$ cat config.mk
export PLATFORM = sky130hd
export DESIGN_NAME = irq_status_readback
export DESIGN_NICKNAME = d
export VERILOG_FILES = /design/src/hw/irq_readback_pkg.sv /design/src/hw/irq_status_readback.sv
export VERILOG_INCLUDE_DIRS = /design/src /design/src/hw
export SDC_FILE = /design/constraint.sdc
export NUM_CORES = 1
export LEC_CHECK = 0
export BUFFER_PORTS_ARGS = -buffer_cell sky130_fd_sc_hd__buf_4
export CAP_MARGIN = 30
export CORE_AREA = 2 2 89 83
export CTS_BUF_LIST = sky130_fd_sc_hd__clkbuf_8
export CTS_CLUSTER_SIZE = 20
export DETAILED_ROUTE_END_ITERATION = 16
export DIE_AREA = 0 0 91 85
export PLACE_DENSITY = 0.77
export SYNTH_ARGS = -nofsm -noshare
export SYNTH_HDL_FRONTEND = slang
export SYNTH_SLANG_ARGS = --single-unit
$ cat constraint.sdc
create_clock -name pclk -period 1.2 [get_ports pclk]
set_input_delay 0.24 -clock pclk [delete_from_list [all_inputs] [get_ports pclk]]
set_output_delay 0.24 -clock pclk [all_outputs]
set_load 0.05 [all_outputs]
$ cat src/hw/irq_readback_params.svh
/*
 Offsets, field positions, reset values and timing counts for the
 interrupt status readback block. Assumes 32-bit APB byte addressing.
*/
`ifndef IRQ_READBACK_PARAMS_SVH
`define IRQ_READBACK_PARAMS_SVH

// Register byte offsets
`define OFS_FAST_IRQ_VECTOR 12'h104
`define OFS_IRQ_STATUS 12'h108
`define OFS_IRQ_PENDING 12'h10c
`define OFS_IRQ_MASK 12'h110
`define OFS_CORE_IRQ_LINE_STATUS 12'h114
`define OFS_EVENT_STATUS 12'h140
`define OFS_EVENT_CLEAR 12'h144
`define OFS_EVENT_ENABLE 12'h148
`define ADDR_W 12

// Field positions
`define SRC_NUM_LSB 0
`define PRIO_LSB 5
`define FAST_LINE_BIT 0
`define NORMAL_LINE_BIT 1
`define EXT0_BIT 10
`define UNUSED_SRC_BIT 11

// Reset values and masks
`define FAST_VECTOR_VALUE 32'h0000_0000
`define SRC_VALID_MASK 16'hf7ff
`define EXT_SRC_MASK 16'h0400
`define EVT_W 4
`define EVT_RESET 4'h0

// Timing: answer after one access cycle
`define ACCESS_CYCLES 1

`endif

$ cat src/hw/irq_readback_pkg.sv
/*
 Types for the interrupt status readback block.
 Assumes the parameter header is on the include path.
*/
package irq_readback_pkg;

    // One bit per interrupt source, bit 15 first
    typedef struct packed {
        logic gpio_b_source_bit;
        logic serial_b_source_bit;
        logic dsp_b_source_bit;
        logic dsp_a_source_bit;
        logic unused_source_bit;
        logic external0_source_bit;
        logic serial_periph_source_bit;
        logic display_source_bit;
        logic gpio_a_source_bit;
        logic timer2_source_bit;
        logic timer1_source_bit;
        logic timer0_source_bit;
        logic serial_a_source_bit;
        logic software_source_bit;
        logic watchdog_source_bit;
        logic fast_source_bit;
    } src_map_type;

    // Sticky event bits, bit 3 first
    typedef struct packed {
        logic vector_read;
        logic fast_pending_rise;
        logic normal_line_rise;
        logic fast_line_rise;
    } event_type;

endpackage : irq_readback_pkg

$ cat src/hw/irq_status_readback.sv
/*
 APB readback of fast vector, serviced interrupt, pending map, mask and
 core request line state, with a small sticky event interrupt.
 Assumes the rest of the controller drives the live pending map, mask,
 serviced number and priority, and the two core request lines, all
 synchronous to pclk.
*/
`timescale 1ns/1ps
`default_nettype none
`include "irq_readback_params.svh"

module irq_status_readback
    import irq_readback_pkg::*;
#(
    parameter int NUM_SRC = 16,
    parameter int PRIO_W = 3,
    parameter int NUM_W = 5
) (
    // Clock and reset
    input wire logic pclk,
    input wire logic presetn,
    // APB slave
    input wire logic psel,
    input wire logic penable,
    input wire logic pwrite,
    input wire logic [31:0] paddr,
    input wire logic [31:0] pwdata,
    output logic [31:0] prdata,
    output logic pready,
    output logic pslverr,
    // Controller state
    input wire src_map_type pending_in,
    input wire src_map_type mask_in,
    input wire logic [NUM_W-1:0] current_source_number,
    input wire logic [PRIO_W-1:0] current_priority,
    input wire logic fast_request_line,
    input wire logic normal_request_line,
    input wire logic external0_level,
    // Controller commands and interrupt
    output logic fast_cancel,
    output logic irq_out
);

    // Elaboration check on widths the logic serves
    if (NUM_SRC != 16 || PRIO_W != 3 || NUM_W != 5) begin : g_bad_width
        $error("irq_status_readback: unsupported width parameters");
    end

    // Address decode shared by read and write paths
    function automatic logic is_mapped(input logic [`ADDR_W-1:0] a);
        is_mapped = (a == `OFS_FAST_IRQ_VECTOR) || (a == `OFS_IRQ_STATUS) ||
                    (a == `OFS_IRQ_PENDING) || (a == `OFS_IRQ_MASK) ||
                    (a == `OFS_CORE_IRQ_LINE_STATUS) || (a == `OFS_EVENT_STATUS) ||
                    (a == `OFS_EVENT_CLEAR) || (a == `OFS_EVENT_ENABLE);
    endfunction : is_mapped

    logic [`ADDR_W-1:0] addr;
    logic setup;
    logic access_done;
    logic started;
    src_map_type pending;
    src_map_type mask;
    logic [PRIO_W-1:0] prio_q;
    logic [NUM_W-1:0] num_q;
    logic fast_line_q;
    logic normal_line_q;
    logic fast_pend_q;
    event_type evt_status;
    event_type evt_enable;
    event_type evt_set;
    event_type evt_clr;
    logic [31:0] next_prdata;

    assign addr = paddr[`ADDR_W-1:0];
    assign setup = psel && !penable;
    assign access_done = psel && penable && pready;

    // First cycle after reset release marker
    always_ff @(posedge pclk or negedge presetn) begin
        if (!presetn) begin
            started <= 1'b0;
        end else begin
            started <= 1'b1;
        end
    end

    // Pending map capture, external bit taken from line at release
    always_ff @(posedge pclk or negedge presetn) begin
        if (!presetn) begin
            pending <= '0;
        end else if (!started) begin
            pending <= src_map_type'(external0_level ? `EXT_SRC_MASK : 16'h0000);
        end else begin
            pending <= src_map_type'(pending_in & `SRC_VALID_MASK);
        end
    end

    // Mask copy, zero out of reset
    always_ff @(posedge pclk or negedge presetn) begin
        if (!presetn) begin
            mask <= '0;
        end else begin
            mask <= src_map_type'(mask_in & `SRC_VALID_MASK);
        end
    end

    // Serviced interrupt and core line snapshots
    always_ff @(posedge pclk or negedge presetn) begin
        if (!presetn) begin
            prio_q <= '0;
            num_q <= '0;
            fast_line_q <= 1'b0;
            normal_line_q <= 1'b0;
            fast_pend_q <= 1'b0;
        end else begin
            prio_q <= current_priority;
            num_q <= current_source_number;
            fast_line_q <= fast_request_line;
            normal_line_q <= normal_request_line;
            fast_pend_q <= pending.fast_source_bit;
        end
    end

    // Read data mux evaluated in the setup cycle
    always_comb begin
        next_prdata = 32'h0000_0000;
        unique case (addr)
            `OFS_FAST_IRQ_VECTOR: next_prdata = `FAST_VECTOR_VALUE;
            `OFS_IRQ_STATUS: begin
                next_prdata[`PRIO_LSB +: PRIO_W] = prio_q;
                next_prdata[`SRC_NUM_LSB +: NUM_W] = num_q;
            end
            `OFS_IRQ_PENDING: next_prdata[NUM_SRC-1:0] = pending;
            `OFS_IRQ_MASK: next_prdata[NUM_SRC-1:0] = mask;
            `OFS_CORE_IRQ_LINE_STATUS: begin
                next_prdata[`FAST_LINE_BIT] = fast_line_q;
                next_prdata[`NORMAL_LINE_BIT] = normal_line_q;
            end
            `OFS_EVENT_STATUS: next_prdata[`EVT_W-1:0] = evt_status;
            `OFS_EVENT_ENABLE: next_prdata[`EVT_W-1:0] = evt_enable;
            default: next_prdata = 32'h0000_0000;
        endcase
    end

    // APB answer: ready in the first access cycle
    always_ff @(posedge pclk or negedge presetn) begin
        if (!presetn) begin
            pready <= 1'b0;
            pslverr <= 1'b0;
            prdata <= 32'h0000_0000;
        end else if (setup) begin
            pready <= 1'b1;
            pslverr <= !is_mapped(addr);
            prdata <= pwrite ? 32'h0000_0000 : next_prdata;
        end else begin
            pready <= 1'b0;
            pslverr <= 1'b0;
            prdata <= 32'h0000_0000;
        end
    end

    // Fast vector read cancels the fast request, one-cycle pulse
    always_ff @(posedge pclk or negedge presetn) begin
        if (!presetn) begin
            fast_cancel <= 1'b0;
        end else begin
            fast_cancel <= access_done && !pwrite && (addr == `OFS_FAST_IRQ_VECTOR);
        end
    end

    // Event sources and software clear strobe
    always_comb begin
        evt_set.vector_read = access_done && !pwrite && (addr == `OFS_FAST_IRQ_VECTOR);
        evt_set.fast_pending_rise = pending.fast_source_bit && !fast_pend_q;
        evt_set.normal_line_rise = normal_request_line && !normal_line_q;
        evt_set.fast_line_rise = fast_request_line && !fast_line_q;
        evt_clr = (access_done && pwrite && (addr == `OFS_EVENT_CLEAR)) ?
                  event_type'(pwdata[`EVT_W-1:0]) : event_type'(`EVT_RESET);
    end

    // Sticky status, set wins over clear
    always_ff @(posedge pclk or negedge presetn) begin
        if (!presetn) begin
            evt_status <= event_type'(`EVT_RESET);
        end else begin
            evt_status <= (evt_status & ~evt_clr) | evt_set;
        end
    end

    // Event enable register, the only one that stores written data; event clear is a write strobe
    always_ff @(posedge pclk or negedge presetn) begin
        if (!presetn) begin
            evt_enable <= event_type'(`EVT_RESET);
        end else if (access_done && pwrite && (addr == `OFS_EVENT_ENABLE)) begin
            evt_enable <= event_type'(pwdata[`EVT_W-1:0]);
        end
    end

    // Level interrupt from enabled sticky bits
    always_ff @(posedge pclk or negedge presetn) begin
        if (!presetn) begin
            irq_out <= 1'b0;
        end else begin
            irq_out <= |((evt_status & ~evt_clr | evt_set) & evt_enable);
        end
    end
endmodule : irq_status_readback

`default_nettype wire

==> summary.md, run 1 <==
| Metric | Value |
|---|---|
| Setup Skew | 0.0112 ns |
| Place WS | -0.485 ns |
| RSZ-0062 raised after global routing | yes |
| #FFs+latches synth | 69 |
| Ys Warns | 0 |
| Vias in the first global route | 2328 |
| Initial antenna violation count | 0 |
| Grt ovf | 0 |
| Seq/Total Area, Yosys | 0.620 |
| Max layer used | met4 |
| CP endpoint kind | register |
| Die area | 7740 um2 |
| Outcome | finished, violations left |
| Row count | 29 |
| Final #Nets | 464 |
| Top-area cell type share of the netlist area | 0.620 |
| Cell taking the most area after synthesis | dfrtp_1 |
| Core Region | 6820 um2 |
| Crit-path max FO | 7 |
| CTS tree | done |
| Root Buffer | clkbuf_8 |
| Pleak | 2.07 nW |
| PortBufs | 80 |
| Peak VDD IR | 891 uV |
| Area growth, synth to finish | 55.0% |
| Max-cap check violation count | 0 |
| Antenna viol nets, final | 0 |
| Fmax | 757 MHz |
| GRT Resource Usage Total | 0.193 |
| FFs w/ async S/R, synth | 1.00 |
| Register Area | 1730 um2 |
| Startpoint types | input port |
| R2R depth | 4 |
| Initial core utilization | 0.408 |
| Syn_area_per_cell | 13.3 um2 |
| Design Power | 5.20 mW |
| Starting DRT DRC Count | 117 |
| Total iterations of the first detailed-routing run | 5 |
| Share of layout cells above drive strength 1 | 0.459 |
| Hold Path Depth | 2 |
| Ant. Diodes | 0 |
| Worst EP required | 1.47 ns |
| Met2 routed WL | 3.75 mm |
| Fin crit period | 1.32 ns |
| DR vias | 2192 |
| RePlAce Congestion | 0.842 |
| Final-layout fill cell count | 538 |
| Average routed wire per standard cell | 15.9 um |
| Final hold vios | 0 |
| Max Buffers Root-to-Sink | 2 |
| Clk_lat worst skew | 0.35 ns |
| Area of the multi-input gates | 1000 um2 |
| Largest net degree at the start of global routing | 27 |
| Die Y | 85 um |
| IO Pins | 148 |
| CTS clk-pin slew, worst paths | 0.07 ns |
| Worst EP arrival | 1.59 ns |
| CTS H-tree lvls | 3 |
| Main synth FF type | dfrtp_1 |
| Critical path type | input port to register |
| Synth top area cells | dfrtp_1 62%, buf_4 5.1%, a32oi_1 4.1% |
| Wl on met1 | 2.82 mm |
| Final Cycle Share | 1.10 |
| Flop-to-flop setup slack | -0.06 ns |
| Final wirelength | 7.17 mm |
| Mapped Area | 2790 um2 |
| Failing checks | negative setup slack |
| Hold slack | 0.107 ns |
| First-pass GRT wire length | 11.3 mm |
| Clock Sink Count | 69 |
| Pwr dens | 1200 nW/um2 |
| Commonest non-fill, non-tap cell in the layout | buf_4 |
| Final setup fails | 22 |
| Post-DR vias/cell | 4.87 |
| Commonest non-fill, non-tap cells in the layout | 98 x buf_4, 68 x dfrtp_1, 26 x dlygate4sd3_1, 18 x conb_1, 14 x and2_1 |
| Post-Place Cells | 403 |
| Final non-filler cell total | 450 |
| Synth Instances | 209 |
| Final core utilization | 0.633 |
| Slew Viols, Final | 0 |
| Setup slack after layout | -0.120 ns |
| Library cells used by synthesis | 43 |
| TritonCTS buffer count | 9 |
| Die Wd | 91 um |
| DP HPWL | 4.80 mm |
| Post-synth EDFFs | 0 |
| Met3 wire len | 481 um |
| Hold Path Class | input port to register |
| Residual DRC count | 0 |
[flip-flops by register name (all words and copies together) (netlist names)]
name           cells
pending           15
evt_enable         4
started            1
prio_q             3
mask              15
num_q              5
pready             1
pslverr            1
evt_status         4
fast_line_q        1
fast_cancel        1
fast_pend_q        1
irq_out            1
normal_line_q      1
prdata            15
[critical path: stages]
cell,delay (ns)
buf_6,0.10
or4b_4,0.59
nor4_4,0.31
buf_6,0.17
a32oi_1,0.06
nor2_1,0.12
[per-stage QoR]
step           TNS (ns)  area (um2)
3_3_place_gp     -10.50        3690
5_1_grt           -2.39        4320
3_5_place_dp     -11.10        3690
4_1_cts           -1.45        4280
6_report          -1.65        4320
2_1_floorplan     -5.10        2880
[cell families (layout without fill, tap and decap cells)]
group	count (synthesis)	in the layout	share of synthesized area
AO/OA/AOI/OAI	32	32	0.0889
buffers and inverters	32	164	0.0691
flip-flops	69	69	0.620
multiplexers	13	13	0.0579
other	2	18	0.00270
AND/OR/NAND/NOR	61	61	0.162
[worst paths after layout]
| path | start | to |
|---|---|---|
| min reg2reg | pending[0]$_DFF_PN0_ | fast_pend_q$_DFF_PN0_ |
| max reg2reg | pready$_DFF_PN0_ | irq_out$_DFF_PN0_ |
| max | paddr[7] | prdata[15]$_DFF_PN0_ |
| min in group asynchronous | presetn | evt_status[0]$_DFF_PN0_ |
| min | pending_in[8] | pending[8]$_DFF_PN0_ |
| max in group asynchronous | presetn | pready$_DFF_PN0_ |
[report_power, final]
| group | leakage, nW | total, mW | switching (mW) | internal (mW) |
|---|---|---|---|---|
| Combinational | 1.09 | 0.643 | 0.330 | 0.314 |
| Clock | 0.118 | 2.13 | 0.899 | 1.23 |
| Sequential | 0.861 | 2.43 | 0.0268 | 2.40 |
[metal layers]
layer / global-route usage / vias up
met1: 0.230 / 1079
met4: 0.0785 / 0
li1: - / 1005
met5: 0 / -
met2: 0.337 / 92
met3: 0.0471 / 16
[cell type report]
class | count | share of cell area
flip-flops and latches | 69 | 0.400
repair buffers | 140 | 0.282
multi-input cells | 124 | 0.232
clock buffers | 10 | 0.0319
well taps | 93 | 0.0269
clock inverters | 6 | 0.0200
inverters | 8 | 0.00695
[repair_timing]
item | in CTS | in global routing
endpoints found under the hold margin | 47 | 0
gates resized for setup | 22 | 5
setup buffers | 3 | 2
setup endpoints to repair | 22 | 23
gates cloned | 0 | 0
hold buffers | 26 | 0
pin swaps | 23 | 19
[cells in the mapped netlist, types with 2 or more instances]
master,number
a21oi_1,2
a222oi_1,2
a22oi_1,2
a31oi_1,2
a32oi_1,13
a41oi_1,4
and2_1,14
and4_1,2
buf_4,19
clkbuf_1,4
conb_1,2
dfrtp_1,69
inv_1,8
mux2_2,9
mux2_4,4
nand3_1,4
nand4_1,2
nor2_1,13
nor4_2,2
nor4b_2,2
o21ai_0,3
o22ai_1,3
or2_2,3
or3_1,2
Power figures use the tool's default switching activity.
==> inputs of run 2 (changes only) <==
Settings changed: PLACE_DENSITY 0.77 to 0.74, REMOVE_ABC_BUFFERS from default to 1.
==> summary.md, run 2 (synthesis results as in run 1) <==
| Metric | Value |
|---|---|
| Setup slack after layout | -0.127 ns (was -0.120 ns) |
| GRT Resource Usage Total | 0.183 (was 0.193) |
| Total iterations of the first detailed-routing run | 4 (was 5) |
| Setup Skew | 0.00559 ns (was 0.0112 ns) |
| Average routed wire per standard cell | 15.1 um (was 15.9 um) |
| Final #Nets | 462 (was 464) |
| Post-DR vias/cell | 4.88 (was 4.87) |
| Fin crit period | 1.33 ns (was 1.32 ns) |
| Initial antenna violation count | 0 (unchanged) |
| Fmax | 754 MHz (was 757 MHz) |
| Starting DRT DRC Count | 81 (was 117) |
| IO Pins | 148 (unchanged) |
| RePlAce Congestion | 0.837 (was 0.842) |
| Max Buffers Root-to-Sink | 2 (unchanged) |
| R2r startpoint | pready$_DFF_PN0_ (unchanged) |
| Ant. Diodes | 0 (unchanged) |
| Hold slack | 0.0872 ns (was 0.107 ns) |
| Share of layout cells above drive strength 1 | 0.462 (was 0.459) |
| Die Wd | 91 um (unchanged) |
| Pleak | 2.06 nW (was 2.07 nW) |
| Clk_lat worst skew | 0.35 ns (about the same) |
| Slew Viols, Final | 0 (unchanged) |
| CP max-delay cell | or4_4 (was or4b_4) |
| Slew @ Worst Pin | 0.568 ns |
| Row count | 29 (unchanged) |
| CTS H-tree lvls | 3 (unchanged) |
| Top flop regs | mask (15), pending (15), prdata (15) (unchanged) |
| Initial core utilization | 0.408 (unchanged) |
| Final setup fails | 26 (was 22) |
| Final Cycle Share | 1.11 (was 1.10) |
| Final hold vios | 0 (unchanged) |
| Die area | 7740 um2 (unchanged) |
| Failing checks | negative setup slack (unchanged) |
| Outcome | finished, violations left (unchanged) |
| R2R depth | 5 (was 4) |
| Reg2reg end | irq_out$_DFF_PN0_ (unchanged) |
| Hold Path Class | input port to register (unchanged) |
| CP endpoint kind | register (unchanged) |
| Startpoint types | input port (unchanged) |
| CTS tree | done (unchanged) |
| Hold Path Depth | 2 (unchanged) |
| HP Start | penable (was pending_in[8]) |
| Vias in the first global route | 2300 (was 2328) |
| DR vias | 2184 (was 2192) |
| Final core utilization | 0.634 (was 0.633) |
| Area growth, synth to finish | 55.1% (was 55.0%) |
| Residual DRC count | 0 (unchanged) |
| TritonCTS buffer count | 9 (unchanged) |
| Max-cap check violation count | 0 (unchanged) |
| Commonest non-fill, non-tap cells in the layout | 96 x buf_4, 69 x dfrtp_1, 26 x dlygate4sd3_1, 18 x conb_1, 14 x and2_1 (was 98 x buf_4, 68 x dfrtp_1, 26 x dlygate4sd3_1, 18 x conb_1, 14 x and2_1) |
| Final non-filler cell total | 448 (was 450) |
| Crit-path max FO | 6 (was 7) |
| Root Buffer | clkbuf_8 (unchanged) |
| First-pass GRT wire length | 10.7 mm (was 11.3 mm) |
| Final wirelength | 6.76 mm (was 7.17 mm) |
| Place WS | -0.523 ns (was -0.485 ns) |
| WHS Endpoint | pready$_DFF_PN0_ (was pending[8]$_DFF_PN0_) |
| Flop-to-flop setup slack | -0.07 ns (was -0.06 ns) |
| Commonest non-fill, non-tap cell in the layout | buf_4 (unchanged) |
| Normalized max-slew margin | 0.618 |
| CTS clk-pin slew, worst paths | 0.07 ns (about the same) |
| Peak VDD IR | 808 uV (was 891 uV) |
| PortBufs | 80 (unchanged) |
| Design Power | 4.93 mW (was 5.20 mW) |
| Max stage delay on crit path | 0.56 ns (was 0.59 ns) |
| CP cell instances | buf_6, or4_4, nor3_4, buf_6, a32oi_1, nor2_1 (was buf_6, or4b_4, nor4_4, buf_6, a32oi_1, nor2_1) |
| Most frequent CP cell | buf_6 (unchanged) |
| Critical path type | input port to register (unchanged) |
| Clock Sink Count | 69 (unchanged) |
| RSZ-0062 raised after global routing | yes (unchanged) |
| Grt ovf | 0 (unchanged) |
| Pwr dens | 1140 nW/um2 (was 1200 nW/um2) |
| Die Y | 85 um (unchanged) |
| Core Region | 6820 um2 (unchanged) |
| Worst EP required | 1.49 ns (was 1.47 ns) |
| Worst EP arrival | 1.62 ns (was 1.59 ns) |
| DP HPWL | 4.71 mm (was 4.80 mm) |
| Post-Place Cells | 402 (was 403) |
| Largest net degree at the start of global routing | 70 (was 27) |
| Antenna viol nets, final | 0 (unchanged) |
## run 2: cell count changes in the layout (fill, tap and decap cells not counted), sizes merged
cell      change
bufinv        -1
buf           -2
clkinvlp      +2
inv           +1
clkbuf        -1
clkinv        -1
## run 2: worst max path at each step
stage,startpoint,end,cells after the start
after detailed placement,paddr[5],prdata[6]$_DFF_PN0_,6
after global placement,paddr[5],prdata[5]$_DFF_PN0_,6
after floorplan,paddr[2],prdata[0]$_DFF_PN0_,4
final,paddr[4],prdata[5]$_DFF_PN0_,6
after global routing,paddr[9],prdata[14]$_DFF_PN0_,6
after CTS,paddr[10],prdata[6]$_DFF_PN0_,6
## run 2: cell type report
class	count	area, um2
clock inverter	7	75.1
fill	532	2500
sequential	69	1730
tap	93	116
inverter	8	30.0
clock buffer	9	124
timing repair buffer	138	1190
multi-input combinational	124	1060
## run 2: power by group
part / leakage, nW / switching [mW] / internal [mW]
clock: 0.0976 / 0.902 / 0.968
sequential: 0.862 / 0.0279 / 2.40
combinational: 1.10 / 0.326 / 0.305
total: 2.06 / 1.26 / 3.67
## run 2: worst max-delay path: cells and delay by family
| kind | cells | cell delay [ns] |
|---|---|---|
| and+or+nand+nor | 3 | 1.05 |
| buffers and inverters | 2 | 0.27 |
| AOI/OAI and AO/OA | 1 | 0.05 |
## run 2: routing by layer
metal	track usage	wire length (um)
met5	0	0
met4	0.0537	100
met3	0.0666	402
met2	0.314	3580
met1	0.217	2670
## run 2: what timing repair did
| action | 4_1_cts | 5_1_grt |
|---|---|---|
| setup endpoints to repair | 25 | 28 |
| resized for setup | 18 | 20 |
| hold endpoints to repair | 94 | 0 |
| pin swaps | 24 | 26 |
| hold buffers | 26 | 0 |
| gates cloned | 0 | 0 |
| buffers inserted | 2 | 2 |
## run 2: stage by stage
stage	setup TNS [ns]	cell area, um2
after floorplan	-8.07	2680
after global placement	-10.33	3660
after detailed placement	-11.07	3660
after CTS	-0.929	4180
after global routing	-2.70	4320
final	-1.52	4320
